## src/hw/ldstr_defines.svh

```systemverilog
// constants for the string load and reserving load unit
// Functional notes
// - immediate string: address is base or zero
// - count field zero means 32 bytes
// - four bytes per register, lowest address leftmost
// - bits right of last byte cleared
// - registers from target upward, wrap after 31
// - indexed forms: index plus base or zero
// - indexed string count from exception register
// - indexed zero count: no access, no-op
// - zero count suppresses storage and debug exceptions
// - condition field zero left undefined
// - interrupted string load restarts from first byte
// - reserving load reads word into target
// - reserving load sets reservation flag
// - only reserving load sets; conditional store clears
`ifndef LDSTR_DEFINES_SVH
`define LDSTR_DEFINES_SVH
`define OPC_PRIMARY       6'h1f
`define XO_STR_IMM        10'h255
`define XO_STR_IDX        10'h215
`define XO_LOAD_RESERVE   10'h014
`define FULL_COUNT        7'h20
`define BYTES_PER_REG     3'h4
`define LAST_REG          5'h1f
`endif

```

## src/hw/ldstr_pkg.sv

```systemverilog
// types for the string load and reserving load unit
package ldstr_pkg;
   typedef enum logic [3:0] {
      ST_IDLE = 4'h1,
      ST_REQ  = 4'h2,
      ST_WAIT = 4'h4,
      ST_DONE = 4'h8
   } seq_state_t;
   typedef enum logic [1:0] {
      OP_NONE = 2'h0,
      OP_STR  = 2'h1,
      OP_RSV  = 2'h2
   } op_kind_t;
endpackage

```

## src/hw/load_string_reserve_unit.sv

```systemverilog
// execution sequencer for string loads and the reserving word load
//
// Local design decisions: the register addresses and the address-and-strobe port.
`timescale 1ns/1ns
`default_nettype none
`include "ldstr_defines.svh"
module load_string_reserve_unit
   import ldstr_pkg::*;
(
   // clock and reset
   input  wire logic        clk_i,
   input  wire logic        rst_i,
   // issue
   input  wire logic        issue_valid_i,
   input  wire logic [31:0] instr_i,
   input  wire logic [31:0] base_data_i,
   input  wire logic [31:0] index_data_i,
   input  wire logic [6:0]  transfer_byte_count_field_i,
   input  wire logic        abort_i,
   input  wire logic        cond_store_done_i,
   output logic             busy_o,
   output logic             done_o,
   // storage access
   output logic             mem_req_o,
   output logic [31:0]      mem_addr_o,
   output logic             mem_word_o,
   input  wire logic        mem_ack_i,
   input  wire logic [31:0] mem_data_i,
   output logic             exc_suppress_o,
   // register write port
   output logic             gpr_we_o,
   output logic [4:0]       gpr_addr_o,
   output logic [31:0]      gpr_data_o,
   output logic             reserve_o
);
   typedef struct packed {
      seq_state_t  st;
      op_kind_t    op;
      logic [31:0] addr;
      logic [6:0]  remain;
      logic [1:0]  lane;
      logic [4:0]  rnum;
      logic [31:0] acc;
      logic        req;
      logic        wordacc;
      logic        we;
      logic [4:0]  wa;
      logic [31:0] wd;
      logic        rsv;
      logic        done;
      logic        supp;
   } state_t;

   state_t s_reg;
   state_t s_next;
   logic [31:0] packed_word;
   logic [7:0]  mem_byte;

   wire logic [5:0] opc   = instr_i[31:26];
   wire logic [4:0] tgt   = instr_i[25:21];
   wire logic [4:0] basef = instr_i[20:16];
   wire logic [4:0] nbf   = instr_i[15:11];
   wire logic [9:0] xo    = instr_i[10:1];
   wire logic [31:0] base_or_zero = (basef == 5'h0) ? 32'h0 : base_data_i;

   // lane select of the addressed byte in a big-endian word
   assign mem_byte = mem_data_i[8'(31 - 8 * s_reg.addr[1:0]) -: 8];

   byte_packer u_pack (
      .word_i (s_reg.acc),
      .lane_i (s_reg.lane),
      .byte_i (mem_byte),
      .word_o (packed_word)
   );

   always_comb begin
      s_next      = s_reg;
      s_next.we   = 1'b0;
      s_next.done = 1'b0;
      s_next.supp = 1'b0;
      if (cond_store_done_i) begin
         s_next.rsv = 1'b0;
      end
      unique case (s_reg.st)
         ST_IDLE: begin
            if (issue_valid_i && opc == `OPC_PRIMARY) begin
               if (xo == `XO_STR_IMM) begin
                  s_next.addr   = base_or_zero;
                  s_next.remain = (nbf == 5'h0) ? `FULL_COUNT : {2'h0, nbf};
                  s_next.op     = OP_STR;
                  s_next.lane   = 2'h0;
                  s_next.rnum   = tgt;
                  s_next.acc    = 32'h0;
                  s_next.req    = 1'b1;
                  s_next.wordacc = 1'b0;
                  s_next.st     = ST_REQ;
               end else if (xo == `XO_STR_IDX) begin
                  s_next.addr   = base_or_zero + index_data_i;
                  s_next.remain = transfer_byte_count_field_i;
                  s_next.op     = OP_STR;
                  s_next.lane   = 2'h0;
                  s_next.rnum   = tgt;
                  s_next.acc    = 32'h0;
                  s_next.wordacc = 1'b0;
                  if (transfer_byte_count_field_i == 7'h0) begin
                     // no access, so no exception can be raised
                     s_next.supp = 1'b1;
                     s_next.st   = ST_DONE;
                  end else begin
                     s_next.req = 1'b1;
                     s_next.st  = ST_REQ;
                  end
               end else if (xo == `XO_LOAD_RESERVE) begin
                  s_next.addr    = base_or_zero + index_data_i;
                  s_next.op      = OP_RSV;
                  s_next.rnum    = tgt;
                  s_next.req     = 1'b1;
                  s_next.wordacc = 1'b1;
                  s_next.st      = ST_REQ;
               end
            end
         end
         ST_REQ, ST_WAIT: begin
            s_next.st = ST_WAIT;
            if (abort_i) begin
               // interrupted: restart later from the first byte
               s_next.req = 1'b0;
               s_next.st  = ST_DONE;
            end else if (mem_ack_i && s_reg.op == OP_RSV) begin
               s_next.req = 1'b0;
               s_next.we  = 1'b1;
               s_next.wa  = s_reg.rnum;
               s_next.wd  = mem_data_i;
               s_next.rsv = 1'b1;
               s_next.st  = ST_DONE;
            end else if (mem_ack_i) begin
               s_next.acc    = packed_word;
               s_next.remain = s_reg.remain - 7'h1;
               s_next.addr   = s_reg.addr + 32'h1;
               s_next.lane   = s_reg.lane + 2'h1;
               if (s_reg.lane == 2'h3 || s_reg.remain == 7'h1) begin
                  s_next.we   = 1'b1;
                  s_next.wa   = s_reg.rnum;
                  s_next.wd   = packed_word;
                  s_next.rnum = s_reg.rnum + 5'h1;
                  s_next.lane = 2'h0;
               end
               if (s_reg.remain == 7'h1) begin
                  s_next.req = 1'b0;
                  s_next.st  = ST_DONE;
               end
            end
         end
         ST_DONE: begin
            s_next.done = 1'b1;
            s_next.op   = OP_NONE;
            s_next.st   = ST_IDLE;
         end
         default: s_next.st = ST_IDLE;
      endcase
   end

   always_ff @(posedge clk_i) begin
      if (rst_i) begin
         s_reg    <= '0;
         s_reg.st <= ST_IDLE;
      end else begin
         s_reg <= s_next;
      end
   end

   // condition field zero is never written by this unit
   assign busy_o         = (s_reg.st != ST_IDLE);
   assign done_o         = s_reg.done;
   assign mem_req_o      = s_reg.req;
   assign mem_addr_o     = s_reg.addr;
   assign mem_word_o     = s_reg.wordacc;
   assign exc_suppress_o = s_reg.supp;
   assign gpr_we_o       = s_reg.we;
   assign gpr_addr_o     = s_reg.wa;
   assign gpr_data_o     = s_reg.wd;
   assign reserve_o      = s_reg.rsv;

   rsv_set_a: assert property (@(posedge clk_i) disable iff (rst_i)
      (s_reg.st == ST_WAIT && s_reg.op == OP_RSV && mem_ack_i && !abort_i)
      |=> reserve_o && gpr_we_o && gpr_data_o == $past(mem_data_i))
      else $error("reserving load did not set flag");
   rsv_clear_a: assert property (@(posedge clk_i) disable iff (rst_i)
      cond_store_done_i && !(mem_ack_i && s_reg.op == OP_RSV) |=> !reserve_o)
      else $error("conditional store did not clear flag");
   zero_cnt_a: assert property (@(posedge clk_i) disable iff (rst_i)
      (s_reg.st == ST_IDLE && issue_valid_i && opc == `OPC_PRIMARY
       && xo == `XO_STR_IDX && transfer_byte_count_field_i == 7'h0)
      |=> !mem_req_o && exc_suppress_o ##1 done_o && !mem_req_o)
      else $error("zero count indexed load accessed storage");
   imm_addr_a: assert property (@(posedge clk_i) disable iff (rst_i)
      (s_reg.st == ST_IDLE && issue_valid_i && opc == `OPC_PRIMARY
       && xo == `XO_STR_IMM && basef == 5'h0) |=> mem_addr_o == 32'h0)
      else $error("immediate string address not zero");
   imm_count_a: assert property (@(posedge clk_i) disable iff (rst_i)
      (s_reg.st == ST_IDLE && issue_valid_i && opc == `OPC_PRIMARY
       && xo == `XO_STR_IMM && nbf == 5'h0) |=> s_reg.remain == `FULL_COUNT)
      else $error("zero count field not full count");
   idx_addr_a: assert property (@(posedge clk_i) disable iff (rst_i)
      (s_reg.st == ST_IDLE && issue_valid_i && opc == `OPC_PRIMARY
       && xo == `XO_LOAD_RESERVE)
      |=> mem_addr_o == $past(base_or_zero) + $past(index_data_i))
      else $error("indexed address wrong");
   wrap_a: assert property (@(posedge clk_i) disable iff (rst_i)
      gpr_we_o && s_reg.op == OP_STR && s_reg.st != ST_DONE
      && gpr_addr_o == `LAST_REG |-> s_reg.rnum == 5'h0)
      else $error("register number did not wrap");
   tail_zero_a: assert property (@(posedge clk_i) disable iff (rst_i)
      (s_reg.op == OP_STR && mem_ack_i && !abort_i && s_reg.remain == 7'h1
       && s_reg.lane == 2'h0) |=> gpr_we_o && gpr_data_o[23:0] == 24'h0)
      else $error("bits right of last byte not cleared");
   abort_stop_a: assert property (@(posedge clk_i) disable iff (rst_i)
      (s_reg.st == ST_REQ || s_reg.st == ST_WAIT) && abort_i
      |=> !mem_req_o && !gpr_we_o)
      else $error("abort did not stop the load");
   word_acc_a: assert property (@(posedge clk_i) disable iff (rst_i)
      mem_req_o && s_reg.op == OP_RSV |-> mem_word_o)
      else $error("reserving load not a word access");
   busy_hold_a: assert property (@(posedge clk_i) disable iff (rst_i)
      mem_req_o |-> busy_o && !done_o)
      else $error("done while access outstanding");
endmodule // load_string_reserve_unit
`default_nettype wire

```

## src/hw/byte_packer.sv

```systemverilog
// places one loaded byte into the assembly word
`timescale 1ns/1ns
`default_nettype none
module byte_packer (
   // assembly word in and out
   input  wire logic [31:0] word_i,
   input  wire logic [1:0]  lane_i,
   input  wire logic [7:0]  byte_i,
   output logic      [31:0] word_o
);
   // lane 0 is the most significant byte; lanes right of it are zero
   always_comb begin
      word_o = 32'h0;
      unique case (lane_i)
         2'h0: word_o = {byte_i, 24'h0};
         2'h1: word_o = {word_i[31:24], byte_i, 16'h0};
         2'h2: word_o = {word_i[31:16], byte_i, 8'h0};
         2'h3: word_o = {word_i[31:8], byte_i};
      endcase
   end
endmodule // byte_packer
`default_nettype wire

```

## config.mk

```make
export PLATFORM = sky130hd
export DESIGN_NAME = load_string_reserve_unit
export DESIGN_NICKNAME = d
export VERILOG_FILES = /design/src/hw/ldstr_pkg.sv /design/src/hw/load_string_reserve_unit.sv /design/src/hw/byte_packer.sv
export VERILOG_INCLUDE_DIRS = /design/src /design/src/hw
export SDC_FILE = /design/constraint.sdc
export NUM_CORES = 1
export LEC_CHECK = 0
export ABC_AREA = 0
export BUFFER_PORTS_ARGS = -buffer_cell sky130_fd_sc_hd__buf_2
export CORE_ASPECT_RATIO = 1.2
export CORE_MARGIN = 2
export CORE_UTILIZATION = 61
export CTS_CLUSTER_SIZE = 20
export DETAILED_ROUTE_END_ITERATION = 12
export PLACE_DENSITY = 0.87
export RECOVER_POWER = 100
export REMOVE_ABC_BUFFERS = 1
export SKIP_LAST_GASP = 1
export SYNTH_ARGS = -nofsm -noshare
export SYNTH_HDL_FRONTEND = slang
export SYNTH_SLANG_ARGS = --single-unit
export TNS_END_PERCENT = 10
```

## constraint.sdc

```tcl
create_clock -name clk_i -period 7.16 [get_ports clk_i]
set_clock_uncertainty 0.2 [all_clocks]
set_input_delay 0.358 -clock clk_i [delete_from_list [all_inputs] [get_ports clk_i]]
set_output_delay 0.358 -clock clk_i [all_outputs]
set_load 0.02 [all_outputs]
```

==> results of run 1 <==
## how the worst max path moves through the flow
stage	start	endpoint	slack, ps	cells past startpoint
global route	instr_i[16]	mem_addr_o[30]$_SDFFE_PP0P_	1410	16
floorplan	instr_i[16]	mem_addr_o[14]$_SDFFE_PP0P_	2280	13
CTS	instr_i[16]	mem_addr_o[24]$_SDFFE_PP0P_	2610	16
finish	instr_i[16]	mem_addr_o[24]$_SDFFE_PP0P_	1670	16
detailed placement	instr_i[16]	mem_addr_o[24]$_SDFFE_PP0P_	2190	16
global placement	instr_i[16]	mem_addr_o[24]$_SDFFE_PP0P_	2340	16
## critical path, stage by stage
cell and delay [ps]:
buf_2 90, or4_1 970, or2_0 680, and2_0 330, ha_1 230, fa_1 450
a21oi_1 180, a2bb2oi_1 80, o21ai_0 270, a21oi_1 200, o31ai_1 700, a21o_2 300
o21ai_0 110, xnor2_1 230, nand2_1 90, a311oi_1 290
## layer usage
layer,global-route usage,vias to the layer above
li1,-,5460
met1,0.419,5311
met2,0.548,636
met3,0.0590,115
met4,0.161,2
met5,0,-
## layout make-up
type / instances / area (sq um)
clock buffer: 21 / 480
clock inverter: 11 / 98.8
sequential: 119 / 2380
tap: 216 / 270
inverter: 16 / 60.1
fill: 1505 / 5490
multi-input combinational: 1135 / 6980
timing repair buffer: 230 / 1080
antenna: 5 / 12.5
## kinds of logic after synthesis
| group | after synthesis |
|---|---|
| simple gates | 572 |
| compound gates | 457 |
| buf+inv | 211 |
| flops | 119 |
| xor+xnor | 52 |
| fa+ha+maj | 31 |
| mux | 23 |
## through the flow
step           instances  area [sq um]   util
4_1_cts             1748         11500  0.682
2_1_floorplan       1270          9440      -
3_5_place_dp        1716         10900  0.648
3_3_place_gp        1716         10900  0.648
6_report            1753         11400  0.674
5_1_grt             1750         11400  0.674
## power by group
part	internal [W]	leakage, nW	switching, W
sequential	0.000662	0.958	0.0000000125
combinational	0.000136	2.83	0.000191
clock	0.000512	0.269	0.000319
## cells in the final DEF, fill, tap and decap left out, drive strengths merged, types with 34 or more instances in the layout
cell,count
a21oi,106
a221oi,39
a22oi,36
a31oi,34
buf,149
clkbuf,102
dfxtp,119
nand2,132
nand2b,38
nand3,48
nor2,172
nor3,65
o21ai,79
o22ai,40
xnor2,40
==> impl_metrics.py, run 1 <==
metrics = {
    "routing": {
        "wl_met1_mm": 12.3,
        "wl_per_cell_microns": 17.8,
        "routed.top_layer": "met5",
        "route.met2.wl_mm": 14.7,
        "wl_mm": 31.1,
        "via_count": 11500,
        "ant_nets": 0,
        "viasPerCell": 6.57,
        "wl_met3_mm": 2.67,
        "drt_iter0_drc": 1390,
        "dr.pass1.iters": 9,
        "drc": 0,
    },
    "synthesis": {
        "synth_top_family_by_area": "compound AO/OA/AOI/OAI gates",
        "synth_common_cells": "nor2_1, nand2_1, dfxtp_1, clkbuf_1, a21oi_1",
        "synth_top_flop_cell": "dfxtp_1",
        "synth_compound_area_frac": 0.295,
        "async_flop_share": 0,
        "synth_area_leaders": "dfxtp_1, nor2_1, a21oi_1",
        "synth_seq_cells": 119,
        "synth.distinct_cells": 83,
        "synth_top_area_cell": "dfxtp_1",
        "synth_edf_count": 0,
        "netlist_area_sq_mm": 0.0105,
        "synth.most_common_cell": "nor2_1",
        "synth_mux_area_frac": 0.0327,
        "syn_area_per_cell_sq_um": 7.15,
        "synth-simple-area-share": 0.263,
        "ys_seq_area_frac": 0.228,
        "yosys.area.top_type_share": 0.228,
        "yosys_warnings": 0,
        "syn-instance-count": 1465,
        "synthXorXnorAreaFrac": 0.0435,
        "yosys.area_share.adder": 0.0347,
    },
    "sta": {
        "fmax_ghz": 0.182,
        "fin_crit_ps": 5490,
        "rsz0062_at_grt": "false",
        "fin_crit_sh": 0.766,
        "drv_slew": 206,
        "whs_ps": 52.2,
        "fin_tns_setup_ps": 0,
        "finalHoldViolCount": 0,
        "worst_pin_slew_ps": 3710,
        "worst_slack_ps": 1670,
        "setup_viol": 0,
        "slew_headroom": -1.47,
    },
    "placement": {
        "dp_slack_ps": 2190,
        "gp_congestion": 0.939,
        "port_buffers": 215,
        "hpwl_mm": 21.7,
    },
    "floorplan": {
        "dieArea_sq_mm": 0.0182,
        "start_util": 0.621,
        "num_rows": 52,
        "die-width_microns": 124,
        "boundaryPins": 217,
        "die_h_microns": 148,
        "core_sq_mm": 0.0169,
    },
    "critical_path": {
        "critPathRequiredTime_ps": 7270,
        "worstRegToRegCells": 10,
        "rr_endpoint": "mem_addr_o[21]$_SDFFE_PP0P_",
        "start_kind": "input pin",
        "critPathArrivalTime_ps": 5600,
        "setup.worst_path.class": "input pin to flop",
        "rrSetupSlack_ps": 2340,
        "r2r_start": "s_reg[125]$_SDFFE_PP0P_",
        "end_kind": "flop",
        "crit_fanout": 25,
    },
    "global_routing": {
        "grtUsageTotal": 0.333,
        "grt_pass1_wl_mm": 49.7,
        "grt-ovfl-total": 0,
        "grt_pass1_vias": 10300,
        "antenna_found_initial": 5,
        "grt_max_degree": 83,
    },
    "cts": {
        "cts_tree": "done",
        "root_buffer": "clkbuf_16",
        "clockBufferDepth": 2,
        "clock_sinks": 119,
        "cts_resized": 0,
        "clkSlewWorstSetupHoldPaths_ps": 60,
        "holdBufCountCts": 0,
        "clk_latency_ps": 420,
        "cts_buffers": 17,
        "h-tree-depth": 4,
        "cts_setup_buffers": 0,
    },
    "pwr": {
        "finalPower_w": 0.00182,
        "vdd_drop_max_mv": 0.146,
        "power_density_mw_per_mm2": 160,
        "p_leak_nw": 4.05,
    },
    "outcome": {
        "violations": "max-capacitance violations, max-slew violations",
        "status": "complete, but fails checks",
    },
    "final_layout": {
        "drive_above_1_share": 0.136,
        "layout.nets": 1678,
        "largest_reg_flops": 44,
        "synthToLayoutAreaGrowth_pct": 8.52,
    },
    "hold_path": {
        "hold_path.class": "input pin to flop",
        "holdPathStages": 3,
        "hold_end": "s_reg[75]$_SDFFE_PP0P_",
        "worstHoldStart": "instr_i[21]",
    },
    "job": {
        "max_cap_viol_count": 4,
    },
}
Power figures use the tool's default switching activity.
==> run 2: changes to the inputs <==
--- a/config.mk
+++ b/config.mk
@@ -10,10 +10,10 @@
 export BUFFER_PORTS_ARGS = -buffer_cell sky130_fd_sc_hd__buf_2
 export CORE_ASPECT_RATIO = 1.2
 export CORE_MARGIN = 2
-export CORE_UTILIZATION = 61
+export CORE_UTILIZATION = 51
 export CTS_CLUSTER_SIZE = 20
 export DETAILED_ROUTE_END_ITERATION = 12
-export PLACE_DENSITY = 0.87
+export PLACE_DENSITY = 0.77
 export RECOVER_POWER = 100
 export REMOVE_ABC_BUFFERS = 1
 export SKIP_LAST_GASP = 1
==> constraint.sdc (replaced) <==
create_clock -name clk_i -period 4.5 [get_ports clk_i]
set_clock_uncertainty 0.2 [all_clocks]
set_input_delay 0.225 -clock clk_i [delete_from_list [all_inputs] [get_ports clk_i]]
set_output_delay 0.225 -clock clk_i [all_outputs]
set_load 0.02 [all_outputs]
==> run 2 against run 1 <==
Critical path type unchanged; the flow still finishes with violations (max-capacitance violations, max-slew violations); routed wire length increased by 1.8%; global-route usage fell by 5.1 points; non-clock buffer count increased by 49; highest routed layer is now met4; via count decreased by 0.71%; first-iteration DRC count fell by 20%.
==> impl_metrics.py, run 2 (synthesis results as in run 1) <==
metrics = {
    "pwr": {
        "vdd_drop_max_mv": 0.196,
        "clockPowerShare": 0.464,
        "combPwrFrac": 0.184,
        "finalPower_w": 0.00300,
        "p_seq_frac": 0.352,
        "p_switching_w": 0.000827,
        "p_leak_nw": 4.30,
        "swShare": 0.276,
        "internal_power_w": 0.00217,
        "power_density_mw_per_mm2": 251,
    },
    "global_routing": {
        "grtUsageMet3": 0.0461,
        "antenna_found_initial": 2,
        "grt_pass1_vias": 10200,
        "grt-ovfl-total": 0,
        "grt_pass1_wl_mm": 51.0,
        "busiest_layer": "met2",
        "grt_max_degree": 79,
        "grtUsageTotal": 0.283,
        "gr-usage-met1": 0.383,
        "gr-usage-met2": 0.460,
    },
    "routing": {
        "drt_iter0_drc": 1117,
        "ant_nets": 0,
        "wl_mm": 31.7,
        "drc": 0,
        "wl_per_cell_microns": 17.1,
        "dr.pass1.iters": 5,
        "via_count": 11400,
        "viasPerCell": 6.18,
    },
    "placement": {
        "port_buffers": 215,
        "placedCellCount": 1775,
        "dp_slack_ps": 190,
        "gp_congestion": 0.918,
        "hpwl_mm": 22.7,
    },
    "cts": {
        "clock_sinks": 119,
        "h-tree-depth": 4,
        "clkSlewWorstSetupHoldPaths_ps": 60,
        "cts_buffers": 17,
        "clockBufferDepth": 2,
        "cts_tree": "done",
        "clk_latency_ps": 410,
        "cts_resized": 0,
        "root_buffer": "clkbuf_16",
    },
    "outcome": {
        "violations": "max-capacitance violations, max-slew violations",
        "status": "complete, but fails checks",
    },
    "sta": {
        "fin_crit_ps": 4010,
        "setup_viol": 0,
        "drv_slew": 40,
        "finalHoldViolCount": 0,
        "rsz0062_at_grt": "false",
        "fin_crit_sh": 0.892,
        "fmax_ghz": 0.249,
        "worst_slack_ps": 487,
        "worst_pin_slew_ps": 1740,
        "slew_headroom": -0.160,
        "whs_ps": 2.30,
    },
    "critical_path": {
        "start_kind": "input pin",
        "setup.worst_path.class": "input pin to flop",
        "critPathRequiredTime_ps": 4570,
        "end_kind": "flop",
        "rrSetupSlack_ps": 540,
        "critPathArrivalTime_ps": 4080,
        "crit_fanout": 4,
    },
    "final_layout": {
        "synthToLayoutAreaGrowth_pct": 14.0,
        "fill_cells": 1892,
        "drive_above_1_share": 0.141,
        "regArea_sq_mm": 0.00238,
        "fin_util": 0.591,
        "largest_reg_flops": 44,
        "stdcell_count": 1850,
        "multi_input_area_sq_mm": 0.00699,
        "final_cell_mix": "nor2_1, buf_2, nand2_1",
        "final_common_cell": "nor2_1",
        "layout.nets": 1727,
    },
    "floorplan": {
        "start_util": 0.519,
        "die-width_microns": 135,
        "die_h_microns": 161,
        "num_rows": 57,
        "boundaryPins": 217,
        "core_sq_mm": 0.0202,
        "dieArea_sq_mm": 0.0217,
    },
    "job": {
        "max_cap_viol_count": 1,
    },
    "hold_path": {
        "hold_path.class": "input pin to flop",
    },
}
## run 2: final timing paths
check	startpoint	to	cells after the start
setup / recovery	instr_i[16]	mem_addr_o[31]$_SDFFE_PP0P_	15
hold / removal	instr_i[23]	s_reg[77]$_SDFFE_PP0P_	5
setup reg to reg	s_reg[125]$_SDFFE_PP0P_	mem_addr_o[22]$_SDFFE_PP0P_	10
hold reg to reg	gpr_addr_o[0]$_SDFFE_PP0P_	gpr_addr_o[0]$_SDFFE_PP0P_	2
## run 2: per-stage QoR
stage | area (sq um) | TNS [ps]
2_1_floorplan | 9440 | -2370
3_3_place_gp | 11100 | 0
3_5_place_dp | 11100 | 0
4_1_cts | 12100 | 0
5_1_grt | 11900 | 0
6_report | 11900 | 0
## run 2: timing repair
item | CTS | global route
hold buffers | 39 | 0
hold endpoints to repair | 43 | 0
setup buffers | 0 | 0
endpoints found under the setup margin | 0 | 0
## run 2: routing by layer
layer | wire length [microns] | part of all wire
met1 | 13400 | 0.42
met2 | 15000 | 0.47
met3 | 2580 | 0.081
met4 | 730 | 0.023
met5 | 0 | 0
## run 2: cell type report
cell class	count	share of cell area
Tap cell	265	0.0278
Clock inverter	15	0.0150
Antenna cell	4	0.000839
Clock buffer	17	0.0356
Timing Repair Buffer	279	0.131
Sequential cell	119	0.200
Multi-Input combinational cell	1135	0.586
Inverter	16	0.00503
## run 2: critical path, cell delays in order
cell and delay (ps):
buf_2 90, or4_1 520, or2_0 350, and2_0 290
ha_1 310, a211oi_1 210, o21ai_0 110, a32o_1 270
o211ai_1 370, a21oi_1 210, o21a_1 280, a31oi_1 300
mux2i_1 290, xnor2_1 150, o22ai_1 100
## run 2: power by group through the flow
stage	Clock, W	Sequential, W	Combinational, W
after floorplan	0	0.00108	0.000306
after global placement	0	0.00108	0.000509
after detailed placement	0	0.00108	0.000515
after CTS	0.00140	0.00105	0.000544
after global routing	0.00145	0.00105	0.000604
final	0.00139	0.00105	0.000551
==> run 3: changes to the inputs <==
--- a/config.mk
+++ b/config.mk
@@ -6,10 +6,10 @@
 export SDC_FILE = /design/constraint.sdc
 export NUM_CORES = 1
 export LEC_CHECK = 0
-export ABC_AREA = 0
+export ABC_AREA = 1
 export BUFFER_PORTS_ARGS = -buffer_cell sky130_fd_sc_hd__buf_2
 export CORE_ASPECT_RATIO = 1.2
-export CORE_MARGIN = 2
+export CORE_MARGIN = 1
 export CORE_UTILIZATION = 51
 export CTS_CLUSTER_SIZE = 20
 export DETAILED_ROUTE_END_ITERATION = 12
==> run 3 against run 2 <==
The run still ends with max-capacitance violations, max-slew violations left; critical path depth is 3 lower; global-route usage rose by 2.3 points; non-clock buffer count fell by 6; sequential power about the same.
==> impl_metrics.py, run 3 <==
metrics = {
    "sta": {
        "finalHoldViolCount": 0,
        "fin_crit_ps": 3740,
        "fin_tns_setup_ps": 0,
        "fin_crit_sh": 0.831,
        "setup_viol": 0,
        "slew_headroom": -0.0621,
        "drv_slew": 36,
        "rsz0062_at_grt": "false",
        "worst_pin_slew_ps": 1590,
        "worst_slack_ps": 759,
        "fmax_ghz": 0.267,
    },
    "synthesis": {
        "synth.most_common_cell": "nand2_1",
        "netlist_area_sq_mm": 0.0102,
        "synth_top_area_cell": "dfxtp_1",
        "synth_edf_count": 0,
        "yosys_warnings": 0,
        "yosys.area.top_type_share": 0.233,
        "synth.distinct_cells": 54,
        "synth_seq_cells": 119,
        "synth_top_flop_cell": "dfxtp_1",
        "synth_area_leaders": "dfxtp_1, nand2_1, a21oi_1",
        "async_flop_share": 0,
        "ys_seq_area_frac": 0.233,
        "synth_common_cells": "nand2_1, a21oi_1, inv_1, nor2_1, o21ai_0",
        "syn_area_per_cell_sq_um": 6.09,
        "syn-instance-count": 1675,
    },
    "critical_path": {
        "r2r_start": "s_reg[125]$_SDFFE_PP0P_",
        "worst-path-stages": 12,
        "path_cells": "nor2_1 -> inv_1 -> nand4_4 -> clkinv_1 -> buf_4 -> nand2_1 -> a221oi_1 -> nand2_2 -> nor2_1 -> inv_1 -> a211oi_1 -> nor2_1",
        "setup.worst_path.class": "flop to flop",
        "critPathArrivalTime_ps": 3850,
        "path_delay_family": "simple AND/OR/NAND/NOR gates",
        "end_kind": "flop",
        "start_kind": "flop",
        "crit_path_max_incr_delay_ps": 570,
        "path_common_cell": "nor2_1",
        "worstRegToRegCells": 12,
        "startpoint": "s_reg[125]$_SDFFE_PP0P_",
        "crit_fanout": 32,
        "setup.worst_path.end": "s_reg[78]$_SDFFE_PP0P_",
        "cp_num_buf_inv": 4,
        "rr_endpoint": "s_reg[78]$_SDFFE_PP0P_",
        "rrSetupSlack_ps": 760,
        "critPathRequiredTime_ps": 4610,
        "crit_slowest_cell": "nor2_1",
    },
    "cts": {
        "h-tree-depth": 4,
        "cts_buffers": 17,
        "cts_tree": "done",
        "clkSlewWorstSetupHoldPaths_ps": 60,
        "clockBufferDepth": 2,
        "root_buffer": "clkbuf_16",
        "clk_latency_ps": 420,
        "cts_resized": 0,
        "clock_sinks": 119,
    },
    "outcome": {
        "status": "complete, but fails checks",
        "violations": "max-capacitance violations, max-slew violations",
    },
    "global_routing": {
        "grt_pass1_wl_mm": 51.4,
        "grtUsageTotal": 0.306,
        "grt_pass1_vias": 11000,
        "antenna_found_initial": 0,
        "grt_max_degree": 48,
        "grt-ovfl-total": 0,
    },
    "pwr": {
        "power_density_mw_per_mm2": 257,
        "vdd_drop_max_mv": 0.243,
        "p_leak_nw": 5.47,
    },
    "final_layout": {
        "final_common_cell": "nand2_1",
        "synthToLayoutAreaGrowth_pct": 15.9,
        "num_antenna_cells": 0,
        "fill_cells": 1899,
        "layout.nets": 1985,
        "final_cell_mix": "nand2_1, a21oi_1, inv_1",
        "drive_above_1_share": 0.146,
        "largest_reg_flops": 44,
    },
    "floorplan": {
        "core_sq_mm": 0.0195,
        "start_util": 0.522,
        "die-width_microns": 131,
        "boundaryPins": 217,
        "num_rows": 56,
        "die_h_microns": 157,
        "dieArea_sq_mm": 0.0206,
    },
    "routing": {
        "drt_iter0_drc": 1124,
        "viasPerCell": 5.59,
        "ant_nets": 0,
        "wl_per_cell_microns": 15.0,
        "wl_mm": 31.5,
        "drc": 0,
        "via_count": 11700,
        "dr.pass1.iters": 8,
    },
    "placement": {
        "port_buffers": 215,
        "hpwl_mm": 23.1,
        "dp_slack_ps": 1110,
        "gp_congestion": 0.930,
    },
    "job": {
        "max_cap_viol_count": 1,
    },
    "hold_path": {
        "hold_path.class": "input pin to flop",
    },
}
run 3: final cells by class:
class | count | area, sq um | area share
Inverter | 180 | 676 | 0.0571
Multi-Input combinational cell | 1235 | 6270 | 0.530
Tap cell | 261 | 327 | 0.0276
Clock buffer | 18 | 429 | 0.0363
Sequential cell | 119 | 2380 | 0.201
Clock inverter | 14 | 221 | 0.0187
Timing Repair Buffer | 273 | 1520 | 0.129
run 3: tightest hold or removal path, cell delays in order:
cell	delay, ps
buf_2	100
nand2_1	70
a21oi_1	60
nand2_1	70
a21oi_1	50
run 3: cell families after synthesis:
| logic type | synth area share |
|---|---|
| simple gates | 0.339 |
| fa+ha+maj | 0.0228 |
| flops | 0.233 |
| buf+inv | 0.150 |
| xor+xnor | 0.0232 |
| compound gates | 0.231 |
run 3: how the worst min path moves through the flow:
stage | from | end | slack, ps | depth (start not counted)
after floorplan | rst_i | reserve_o$_SDFF_PP0_ | 90 | 1
after global routing | base_data_i[3] | mem_addr_o[3]$_SDFFE_PP0P_ | 50 | 5
final | base_data_i[30] | mem_addr_o[30]$_SDFFE_PP0P_ | 10 | 5
after global placement | s_reg[55]$_SDFFE_PP0P_ | s_reg[55]$_SDFFE_PP0P_ | 250 | 2
after detailed placement | s_reg[63]$_SDFFE_PP0P_ | s_reg[63]$_SDFFE_PP0P_ | 250 | 2
after CTS | base_data_i[30] | mem_addr_o[30]$_SDFFE_PP0P_ | 4 | 5
run 3: routing by layer:
metal  GRT usage  part of all wire
met1       0.334              0.39
met2       0.575              0.50
met3      0.0425             0.066
met4       0.160             0.040
met5           0                 0
run 3: what timing repair did:
action / in CTS / in global routing
buffers inserted: 0 / 0
hold buffers: 46 / 0
endpoints found under the hold margin: 44 / 0
run 3: stage by stage:
stage / std cells / util / cell area (sq um) / power (W) / hold slack [ps]
after global placement: 2022 / 0.555 / 10800 / 0.00152 / 247
final: 2100 / 0.605 / 11800 / 0.00304 / 10.5
after floorplan: 1534 / - / 9350 / 0.00136 / 94.1
after CTS: 2100 / 0.612 / 12000 / 0.00305 / 4.49
after global routing: 2100 / 0.605 / 11800 / 0.00317 / 48.4
after detailed placement: 2022 / 0.555 / 10800 / 0.00152 / 253
run 3: power breakdown:
group          switching [W]  internal [W]  total [W]
clock               0.000516      0.000989    0.00150
combinational       0.000295      0.000188   0.000483
sequential      0.0000000285       0.00105    0.00105
